`src/cop_map.vh`:
```
`ifndef COP_MAP_VH
`define COP_MAP_VH

// ****************************************
// widths
// ****************************************
`define COP_ADDR_W        8
`define COP_DATA_W        16
`define COP_SMP_W         14
`define COP_FIFO_DEPTH    8
`define COP_FIFO_AW       3

// ****************************************
// register offsets
// ****************************************
`define COP_OFS_GAIN_OFFSET  8'h37
`define COP_OFS_OFFSET_COPY  8'h38
`define COP_OFS_PAT_HPF      8'h39
`define COP_OFS_GLOBAL_CTRL  8'h3d
`define COP_OFS_STATUS       8'h3e

// ****************************************
// reset values
// ****************************************
`define COP_RST_16        16'h0000
`define COP_RST_CTRL      3'h0
`define COP_RST_SMP       14'h0000
`define COP_RST_ACC       20'h00000
`define COP_LFSR_SEED     16'h0001

// ****************************************
// field positions
// ****************************************
`define COP_GAIN_HI       15
`define COP_GAIN_LO       11
`define COP_OFFSET_HI     9
`define COP_OFFSET_LO     0
`define COP_PRBS13_BIT    15
`define COP_PRBS14_BIT    14
`define COP_PRBS15_BIT    13
`define COP_PRBS16_BIT    12
`define COP_PAT13_HI      11
`define COP_PAT13_LO      9
`define COP_PAT14_HI      8
`define COP_PAT14_LO      6
`define COP_CORNER_HI     4
`define COP_CORNER_LO     1
`define COP_HPF_EN_BIT    0
`define COP_CTRL_GAIN_EN  0
`define COP_CTRL_OFS_EN   1
`define COP_CTRL_PAT_SEL  2

// ****************************************
// pattern codes and arithmetic
// ****************************************
`define COP_PAT_NORMAL    3'h0
`define COP_PAT_ZEROS     3'h1
`define COP_PAT_ONES      3'h2
`define COP_PAT_TOGGLE    3'h3
`define COP_PAT_RAMP      3'h4
`define COP_TOGGLE_A      14'h2aaa
`define COP_TOGGLE_B      14'h1555
`define COP_ALL_ONES      14'h3fff
`define COP_GAIN_FRAC     12
`define COP_SMP_MAX       32'sh00001fff
`define COP_SMP_MIN       -32'sh00002000
`define COP_SAT_HI        14'h1fff
`define COP_SAT_LO        14'h2000

`endif

```
`src/cop_fifo.v`:
```
`default_nettype none

module cop_fifo #(
  parameter WIDTH = 56,
  parameter DEPTH = 8,
  parameter AW    = 3
) (
  input  wire             clk,
  input  wire             rst,
  input  wire             in_valid,
  output wire             in_ready,
  input  wire [WIDTH-1:0] in_data,
  output wire             out_valid,
  input  wire             out_ready,
  output wire [WIDTH-1:0] out_data,
  output wire [AW:0]      count
);

  reg [WIDTH-1:0] mem_reg [0:DEPTH-1];
  reg [AW-1:0]    wr_ptr_reg;
  reg [AW-1:0]    rd_ptr_reg;
  reg [AW:0]      count_reg;
  wire            push;
  wire            pop;

  assign in_ready  = (count_reg != DEPTH[AW:0]);
  assign out_valid = (count_reg != {(AW+1){1'b0}});
  assign out_data  = mem_reg[rd_ptr_reg];
  assign count     = count_reg;
  assign push      = in_valid && in_ready;
  assign pop       = out_valid && out_ready;

  always @(posedge clk or posedge rst) begin
    if (rst) begin
      wr_ptr_reg <= {AW{1'b0}};
      rd_ptr_reg <= {AW{1'b0}};
      count_reg  <= {(AW+1){1'b0}};
    end else begin
      if (push) begin
        wr_ptr_reg <= (wr_ptr_reg == DEPTH[AW-1:0] - 1'b1) ? {AW{1'b0}} : wr_ptr_reg + 1'b1;
      end
      if (pop) begin
        rd_ptr_reg <= (rd_ptr_reg == DEPTH[AW-1:0] - 1'b1) ? {AW{1'b0}} : rd_ptr_reg + 1'b1;
      end
      if (push && !pop) begin
        count_reg <= count_reg + 1'b1;
      end else if (pop && !push) begin
        count_reg <= count_reg - 1'b1;
      end
    end
  end

  // storage needs no reset; empty slots are never read out as valid
  always @(posedge clk) begin
    if (push) begin
      mem_reg[wr_ptr_reg] <= in_data;
    end
  end

endmodule

`default_nettype wire

```
`src/cop_post_proc.v`:
```
`include "cop_map.vh"
`default_nettype none

module cop_post_proc (
  input  wire        core_clk,
  input  wire        rst,
  input  wire [7:0]  reg_addr,
  input  wire [15:0] reg_wdata,
  input  wire        reg_wr,
  input  wire        reg_rd,
  output reg  [15:0] reg_rdata,
  input  wire        in_valid,
  output reg         in_ready,
  input  wire [13:0] in_ch13,
  input  wire [13:0] in_ch14,
  input  wire [13:0] in_ch15,
  input  wire [13:0] in_ch16,
  output reg         out_valid,
  input  wire        out_ready,
  output reg  [13:0] out_ch13,
  output reg  [13:0] out_ch14,
  output reg  [13:0] out_ch15,
  output reg  [13:0] out_ch16
);

  // ****************************************
  // registers
  // ****************************************
  reg  [15:0]        gain_offset_reg;
  reg  [15:0]        offset_copy_reg;
  reg  [15:0]        pat_hpf_reg;
  reg  [2:0]         global_ctrl_reg;
  reg  [13:0]        xprev_reg [0:3];
  reg  signed [19:0] yprev_reg [0:3];
  reg  [15:0]        lfsr_reg;
  reg  [13:0]        ramp_reg;
  reg                stage_valid_reg;
  reg  [55:0]        stage_data_reg;

  wire [4:0]  last_channel_gain_code    = gain_offset_reg[`COP_GAIN_HI:`COP_GAIN_LO];
  wire [9:0]  last_channel_offset_value = gain_offset_reg[`COP_OFFSET_HI:`COP_OFFSET_LO];
  wire        global_gain_enable        = global_ctrl_reg[`COP_CTRL_GAIN_EN];
  wire        global_offset_enable      = global_ctrl_reg[`COP_CTRL_OFS_EN];
  wire        per_output_pattern_select = global_ctrl_reg[`COP_CTRL_PAT_SEL];
  wire        prbs_enable_out13         = pat_hpf_reg[`COP_PRBS13_BIT];
  wire        prbs_enable_out14         = pat_hpf_reg[`COP_PRBS14_BIT];
  wire        prbs_enable_out15         = pat_hpf_reg[`COP_PRBS15_BIT];
  wire        prbs_enable_out16         = pat_hpf_reg[`COP_PRBS16_BIT];
  wire [2:0]  pattern_code_out13        = pat_hpf_reg[`COP_PAT13_HI:`COP_PAT13_LO];
  wire [2:0]  pattern_code_out14        = pat_hpf_reg[`COP_PAT14_HI:`COP_PAT14_LO];
  wire [3:0]  highpass_corner_k         = pat_hpf_reg[`COP_CORNER_HI:`COP_CORNER_LO];
  wire        highpass_enable_group4    = pat_hpf_reg[`COP_HPF_EN_BIT];

  wire [13:0] in_smp [0:3];
  wire        accept;
  wire        fifo_in_ready;
  wire        fifo_out_valid;
  wire        fifo_out_ready;
  wire [55:0] fifo_out_data;
  wire [3:0]  fifo_count;

  assign in_smp[0] = in_ch13;
  assign in_smp[1] = in_ch14;
  assign in_smp[2] = in_ch15;
  assign in_smp[3] = in_ch16;
  assign accept    = in_valid && in_ready;

  // ****************************************
  // functions
  // ****************************************
  // gain multiplier, 10^(N/100) with twelve fraction bits
  function [13:0] gain_coef;
    input [4:0] n;
    begin
      case (n)
        5'h00: gain_coef = 14'h1000;
        5'h01: gain_coef = 14'h105f;
        5'h02: gain_coef = 14'h10c1;
        5'h03: gain_coef = 14'h1125;
        5'h04: gain_coef = 14'h118b;
        5'h05: gain_coef = 14'h11f4;
        5'h06: gain_coef = 14'h125f;
        5'h07: gain_coef = 14'h12cc;
        5'h08: gain_coef = 14'h133d;
        5'h09: gain_coef = 14'h13af;
        5'h0a: gain_coef = 14'h1425;
        5'h0b: gain_coef = 14'h149d;
        5'h0c: gain_coef = 14'h1518;
        5'h0d: gain_coef = 14'h1595;
        5'h0e: gain_coef = 14'h1616;
        5'h0f: gain_coef = 14'h169a;
        5'h10: gain_coef = 14'h1721;
        5'h11: gain_coef = 14'h17aa;
        5'h12: gain_coef = 14'h1838;
        5'h13: gain_coef = 14'h18c8;
        5'h14: gain_coef = 14'h195c;
        5'h15: gain_coef = 14'h19f3;
        5'h16: gain_coef = 14'h1a8e;
        5'h17: gain_coef = 14'h1b2c;
        5'h18: gain_coef = 14'h1bce;
        5'h19: gain_coef = 14'h1c74;
        5'h1a: gain_coef = 14'h1d1d;
        5'h1b: gain_coef = 14'h1dcb;
        5'h1c: gain_coef = 14'h1e7d;
        5'h1d: gain_coef = 14'h1f32;
        5'h1e: gain_coef = 14'h1fed;
        default: gain_coef = 14'h20ab;
      endcase
    end
  endfunction

  function [13:0] sat14;
    input signed [31:0] v;
    begin
      if (v > `COP_SMP_MAX) begin
        sat14 = `COP_SAT_HI;
      end else if (v < `COP_SMP_MIN) begin
        sat14 = `COP_SAT_LO;
      end else begin
        sat14 = v[13:0];
      end
    end
  endfunction

  // 1/(1+2^-k) taken as 1 - 2^-k + 2^-2k; error below 2^-3k
  function signed [19:0] hpf_step;
    input [13:0]        x;
    input [13:0]        xp;
    input signed [19:0] yp;
    input [3:0]         k;
    reg signed [19:0]   s;
    begin
      s = $signed({{6{x[13]}}, x}) - $signed({{6{xp[13]}}, xp}) + yp;
      hpf_step = s - (s >>> k) + (s >>> {k, 1'b0});
    end
  endfunction

  function [13:0] pat_word;
    input        sel;
    input        prbs_en;
    input [2:0]  code;
    input [13:0] data;
    input [13:0] prbs;
    input [13:0] ramp;
    begin
      if (!sel) begin
        pat_word = data;
      end else if (prbs_en) begin
        pat_word = prbs;
      end else begin
        case (code)
          `COP_PAT_ZEROS:  pat_word = `COP_RST_SMP;
          `COP_PAT_ONES:   pat_word = `COP_ALL_ONES;
          `COP_PAT_TOGGLE: pat_word = ramp[0] ? `COP_TOGGLE_B : `COP_TOGGLE_A;
          `COP_PAT_RAMP:   pat_word = ramp;
          default:         pat_word = data;
        endcase
      end
    end
  endfunction

  // ****************************************
  // sample processing
  // ****************************************
  reg signed [19:0] y_next [0:3];
  reg [13:0]        filt   [0:3];
  reg signed [31:0] prod;
  reg signed [31:0] adj;
  reg [13:0]        ch16_proc;
  reg [55:0]        stage_data_next;
  integer           i;
  integer           j;

  always @* begin
    for (i = 0; i < 4; i = i + 1) begin
      y_next[i] = hpf_step(in_smp[i], xprev_reg[i], yprev_reg[i], highpass_corner_k);
      if (highpass_enable_group4) begin
        filt[i] = sat14({{12{y_next[i][19]}}, y_next[i]});
      end else begin
        filt[i] = in_smp[i];
      end
    end
    prod = $signed({{18{filt[3][13]}}, filt[3]}) * $signed({18'h00000, gain_coef(last_channel_gain_code)});
    if (global_gain_enable) begin
      adj = prod >>> `COP_GAIN_FRAC;
    end else begin
      adj = $signed({{18{filt[3][13]}}, filt[3]});
    end
    // only the first offset copy is used; the second is stored and read back but never applied
    if (global_offset_enable) begin
      adj = adj + $signed({{22{last_channel_offset_value[9]}}, last_channel_offset_value});
    end
    ch16_proc = sat14(adj);
    stage_data_next = {
      pat_word(per_output_pattern_select, prbs_enable_out16, `COP_PAT_NORMAL, ch16_proc,
               lfsr_reg[13:0], ramp_reg),
      pat_word(per_output_pattern_select, prbs_enable_out15, `COP_PAT_NORMAL, filt[2],
               lfsr_reg[13:0], ramp_reg),
      pat_word(per_output_pattern_select, prbs_enable_out14, pattern_code_out14, filt[1],
               lfsr_reg[13:0], ramp_reg),
      pat_word(per_output_pattern_select, prbs_enable_out13, pattern_code_out13, filt[0],
               lfsr_reg[13:0], ramp_reg)};
  end

  // ****************************************
  // stage and filter state
  // ****************************************
  // one-entry stage halves throughput but keeps in_ready a flop
  wire stage_valid_next = (stage_valid_reg && !fifo_in_ready) || accept;

  always @(posedge core_clk or posedge rst) begin
    if (rst) begin
      stage_valid_reg <= 1'b0;
      stage_data_reg  <= {4{`COP_RST_SMP}};
      in_ready        <= 1'b0;
      lfsr_reg        <= `COP_LFSR_SEED;
      ramp_reg        <= `COP_RST_SMP;
      for (j = 0; j < 4; j = j + 1) begin
        xprev_reg[j] <= `COP_RST_SMP;
        yprev_reg[j] <= `COP_RST_ACC;
      end
    end else begin
      stage_valid_reg <= stage_valid_next;
      in_ready        <= !stage_valid_next;
      if (accept) begin
        stage_data_reg <= stage_data_next;
        lfsr_reg       <= {lfsr_reg[14:0], lfsr_reg[15] ^ lfsr_reg[13] ^ lfsr_reg[12] ^ lfsr_reg[10]};
        ramp_reg       <= ramp_reg + 1'b1;
        for (j = 0; j < 4; j = j + 1) begin
          xprev_reg[j] <= in_smp[j];
          // bypass clears history so enabling starts from rest
          yprev_reg[j] <= highpass_enable_group4 ? y_next[j] : `COP_RST_ACC;
        end
      end
    end
  end

  // ****************************************
  // output buffer
  // ****************************************
  cop_fifo #(
    .WIDTH (56),
    .DEPTH (`COP_FIFO_DEPTH),
    .AW    (`COP_FIFO_AW)
  ) u_fifo (
    .clk       (core_clk),
    .rst       (rst),
    .in_valid  (stage_valid_reg),
    .in_ready  (fifo_in_ready),
    .in_data   (stage_data_reg),
    .out_valid (fifo_out_valid),
    .out_ready (fifo_out_ready),
    .out_data  (fifo_out_data),
    .count     (fifo_count)
  );

  assign fifo_out_ready = !out_valid || out_ready;

  always @(posedge core_clk or posedge rst) begin
    if (rst) begin
      out_valid <= 1'b0;
      out_ch13  <= `COP_RST_SMP;
      out_ch14  <= `COP_RST_SMP;
      out_ch15  <= `COP_RST_SMP;
      out_ch16  <= `COP_RST_SMP;
    end else if (fifo_out_ready) begin
      out_valid <= fifo_out_valid;
      if (fifo_out_valid) begin
        {out_ch16, out_ch15, out_ch14, out_ch13} <= fifo_out_data;
      end
    end
  end

  // ****************************************
  // register port
  // ****************************************
  always @(posedge core_clk or posedge rst) begin
    if (rst) begin
      gain_offset_reg <= `COP_RST_16;
      offset_copy_reg <= `COP_RST_16;
      pat_hpf_reg     <= `COP_RST_16;
      global_ctrl_reg <= `COP_RST_CTRL;
    end else if (reg_wr) begin
      case (reg_addr)
        `COP_OFS_GAIN_OFFSET: gain_offset_reg <= reg_wdata;
        `COP_OFS_OFFSET_COPY: offset_copy_reg <= reg_wdata;
        `COP_OFS_PAT_HPF:     pat_hpf_reg     <= reg_wdata;
        `COP_OFS_GLOBAL_CTRL: global_ctrl_reg <= reg_wdata[2:0];
        default:              global_ctrl_reg <= global_ctrl_reg;
      endcase
    end
  end

  reg [15:0] rd_mux;

  always @* begin
    case (reg_addr)
      `COP_OFS_GAIN_OFFSET: rd_mux = gain_offset_reg;
      `COP_OFS_OFFSET_COPY: rd_mux = offset_copy_reg;
      `COP_OFS_PAT_HPF:     rd_mux = pat_hpf_reg;
      `COP_OFS_GLOBAL_CTRL: rd_mux = {13'h0000, global_ctrl_reg};
      `COP_OFS_STATUS:      rd_mux = {9'h000, fifo_count, stage_valid_reg, out_valid, in_ready};
      default:              rd_mux = `COP_RST_16;
    endcase
  end

  always @(posedge core_clk or posedge rst) begin
    if (rst) begin
      reg_rdata <= `COP_RST_16;
    end else begin
      reg_rdata <= reg_rd ? rd_mux : `COP_RST_16;
    end
  end

endmodule

`default_nettype wire

```
`config.mk`:
```
export PLATFORM = sky130hd
export DESIGN_NAME = cop_post_proc
export DESIGN_NICKNAME = d
export VERILOG_FILES = /design/src/cop_fifo.v /design/src/cop_post_proc.v
export VERILOG_INCLUDE_DIRS = /design/src
export SDC_FILE = /design/constraint.sdc
export NUM_CORES = 2
export LEC_CHECK = 0
export ABC_AREA = 1
export ABC_CLOCK_PERIOD_IN_PS = 13200
export BUFFER_PORTS_ARGS = -buffer_cell sky130_fd_sc_hd__buf_2
export CELL_PAD_IN_SITES_DETAIL_PLACEMENT = 2
export CELL_PAD_IN_SITES_GLOBAL_PLACEMENT = 2
export CORE_MARGIN = 4
export CORE_UTILIZATION = 33
export DETAILED_ROUTE_END_ITERATION = 8
export PLACE_DENSITY_LB_ADDON = 0.08
export SLEW_MARGIN = 15
export SYNTH_ARGS = -nofsm -noshare
export SYNTH_HDL_FRONTEND = slang
export SYNTH_HIERARCHICAL = 1
export SYNTH_SLANG_ARGS = --single-unit
```
`constraint.sdc`:
```
create_clock -name core_clk -period 13.2 [get_ports core_clk]
set_input_delay 2.64 -clock core_clk [delete_from_list [all_inputs] [get_ports core_clk]]
set_output_delay 2.64 -clock core_clk [all_outputs]
set_load 0.02 [all_outputs]
```
==> out/metrics.cfg <==
[status]
status = finished with violations
violations = setup timing

[critical_path]
max_stage_delay_ns = 0.57
crit_path_start = in_ch16[6]
required_ns = 13.82
cp_num_buf_inv = 27
crit_end = stage_data_reg[51]
reg2reg_to = stage_data_reg[51]
crit_family = adder cells
crit_top_cell = buf_4
cp-start-kind = input pin
cp_slowest_cell = fa_1
reg2reg_from = hpf_step.xp[13]
crit_fanout = 5
crit_cells = 87
reg2reg_depth = 82
path_class = input pin to flip-flop
r2r_setup_slack_ns = -0.59
cp-end-kind = flip-flop
worstPathArrival_ns = 15.95

[sta]
setup_viol = 14
fmax_mhz = 65.2
period_minus_slack_ns = 15.33
setup_slack_ns = -2.13
fin_crit_sh_pct = 116
clock_skew_ns = 0.0464
finalHoldViolCount = 0
slew_violations = 0
whs_ns = 0.475
maxSlewHeadroom_pct = 27.3
worstMarginPinSlew_ns = 1.09
rsz0062_at_grt = yes

[final_layout]
final_layout_size_suffix_gt1_share_pct = 16.4
layout_common_cells = nand2_1, inv_1, nor2_1
final_nets = 8849
synthToLayoutAreaGrowth_pct = 20.0
largest_reg_flops = 448
fin_cells = 10626
final_common_cell = nand2_1

[routing]
drcViolationCount = 0
route.top_layer_used = met5
met3_wirelength_mm = 5.33
dr_total_vias = 53835
wl_met1_mm = 104
antenna_left = 0
initialDrtViolationCount = 2564
via_per_inst = 5.07
drt-total-wl_mm = 237
post_drt_wl_per_cell_um = 22.3
firstDrtPassIters = 5
wl_met2_mm = 119

[placement]
gp_congestion = 0.867
dp.cells = 10343
pre_cts_ws_ns = -3.40
io_buffers = 159
place.detailed.hpwl_mm = 175

[clock_tree]
cts_inserted_buffers = 98
clock-sinks = 806
htreeDepth = 3
clkLatencyLatePin_ns = 0.76
root_buffer = clkbuf_16
clk_transition_reported_paths_ns = 0.06
clockBufferDepth = 3
tritoncts = built

[logic_synthesis]
syn_nets = 8313
ys_types = 69
synthFlopType = edfxtp_1
ys_seq_area_share_pct = 37.5
async_reset_ff_share_pct = 44.4
syn_inst = 7634
syn_avg_cell_area_um2 = 7.84
synth-edff-count = 448
ys_warn_count = 6
syn-cell-area_mm2 = 0.0598
ys_seq_elements = 806

[floorplan]
die-area_mm2 = 0.188
die_w_um = 434
die_y_um = 434
start_util_pct = 33.1
ios = 160
rows = 156
core-area_mm2 = 0.181

[worst_hold_path]
worstHoldPathType = flip-flop to flip-flop
hp-start = pat_word.ramp[13]

[flow_run]
maxCapViolations = 0

[global_routing]
grt_start_max_net_pins = 204
grt_pass1_wl_mm = 363
grt_use_total_pct = 24.9
grt_pass1_vias = 59994
antenna_found_initial = 2
grt_overflow = 0

-- worst min-delay path by stage --
stage                     slack (ns)                end  cells past startpoint
final                           0.47  pat_word.ramp[13]                      1
after global routing            0.50  pat_word.ramp[13]                      1
after CTS                       0.48  pat_word.ramp[13]                      1
after detailed placement        0.47  pat_word.ramp[13]                      1
after global placement          0.46  pat_word.ramp[13]                      1
after floorplan                 0.44  pat_word.ramp[13]                      1
-- per-layer routing --
metal,GRT usage (%),vias up
met2,44.6,663
met4,8.21,4
met1,31.6,27550
met5,0,-
met3,2.01,328
li1,-,25290
-- area by class of cell --
type	instances	area, µm²
Tap cell	2370	2970
Clock inverter	47	591
Timing Repair Buffer	727	5210
Timing Repair inverter	1	7.51
Multi-Input combinational cell	5270	33000
Fill cell	20503	109000
Antenna cell	1	2.50
Clock buffer	138	2830
Inverter	1266	4800
Sequential cell	806	22400
-- synthesized netlist by cell type (19+ instances only) --
| library cell | n | share of area (%) |
|---|---|---|
| a21oi_1 | 328 | 2.7 |
| mux2_2 | 56 | 1.1 |
| clkbuf_1 | 163 | 1.0 |
| o31ai_1 | 19 | 0.24 |
| xnor2_1 | 73 | 1.1 |
| buf_1 | 40 | 0.25 |
| nand2_2 | 22 | 0.23 |
| o21ai_0 | 549 | 4.6 |
| o21bai_1 | 24 | 0.30 |
| dfrtp_1 | 357 | 15 |
| nor2_1 | 802 | 5.0 |
| nand2_1 | 2074 | 13 |
| inv_1 | 1245 | 7.8 |
| buf_2 | 66 | 0.55 |
| a31oi_1 | 41 | 0.43 |
| o211ai_1 | 46 | 0.58 |
| o22ai_1 | 57 | 0.60 |
| or2_2 | 25 | 0.26 |
| o21ai_1 | 45 | 0.38 |
| xor2_1 | 97 | 1.4 |
| fa_1 | 291 | 9.7 |
| nand3_1 | 213 | 1.8 |
| edfxtp_1 | 448 | 22 |
| ha_1 | 302 | 6.3 |
| nor3_1 | 36 | 0.30 |
-- stage by stage --
stage          util, %  area [µm²]  TNS, ns
6_report          39.8       71800   -28.81
5_1_grt           39.8       71800   -38.71
4_1_cts           39.3       71000   -25.05
3_5_place_dp      36.7       66300   -47.23
3_3_place_gp      36.7       66300   -39.87
2_1_floorplan        -       60200   -19.36
-- cell families after synthesis --
logic type	after synthesis	synth area share, %
simple gates	3233	21.4
buf+inv	1560	10.2
compound gates	1214	11.3
flops	806	37.5
fa+ha+maj	593	16.1
xor+xnor	170	2.49
mux	58	1.09
-- worst register-to-register path, delay by kind of cell, from the launching register on --
family | cells | cell delay [ns]
compound gates | 14 | 1.94
xor+xnor | 3 | 0.44
fa+ha+maj | 12 | 5.05
buf+inv | 26 | 3.04
flops | 1 | 0.38
simple gates | 27 | 2.83
-- what timing repair did --
action / CTS / global route
gates cloned: 3 / 1
gates resized for setup: 197 / 168
pin swaps: 64 / 94
buffers inserted: 70 / 24
endpoints found under the setup margin: 14 / 14
hold buffers: 0 / 0
Power is not shown: default switching activity piles up to over one toggle a cycle in this logic, so the estimate is an artifact.
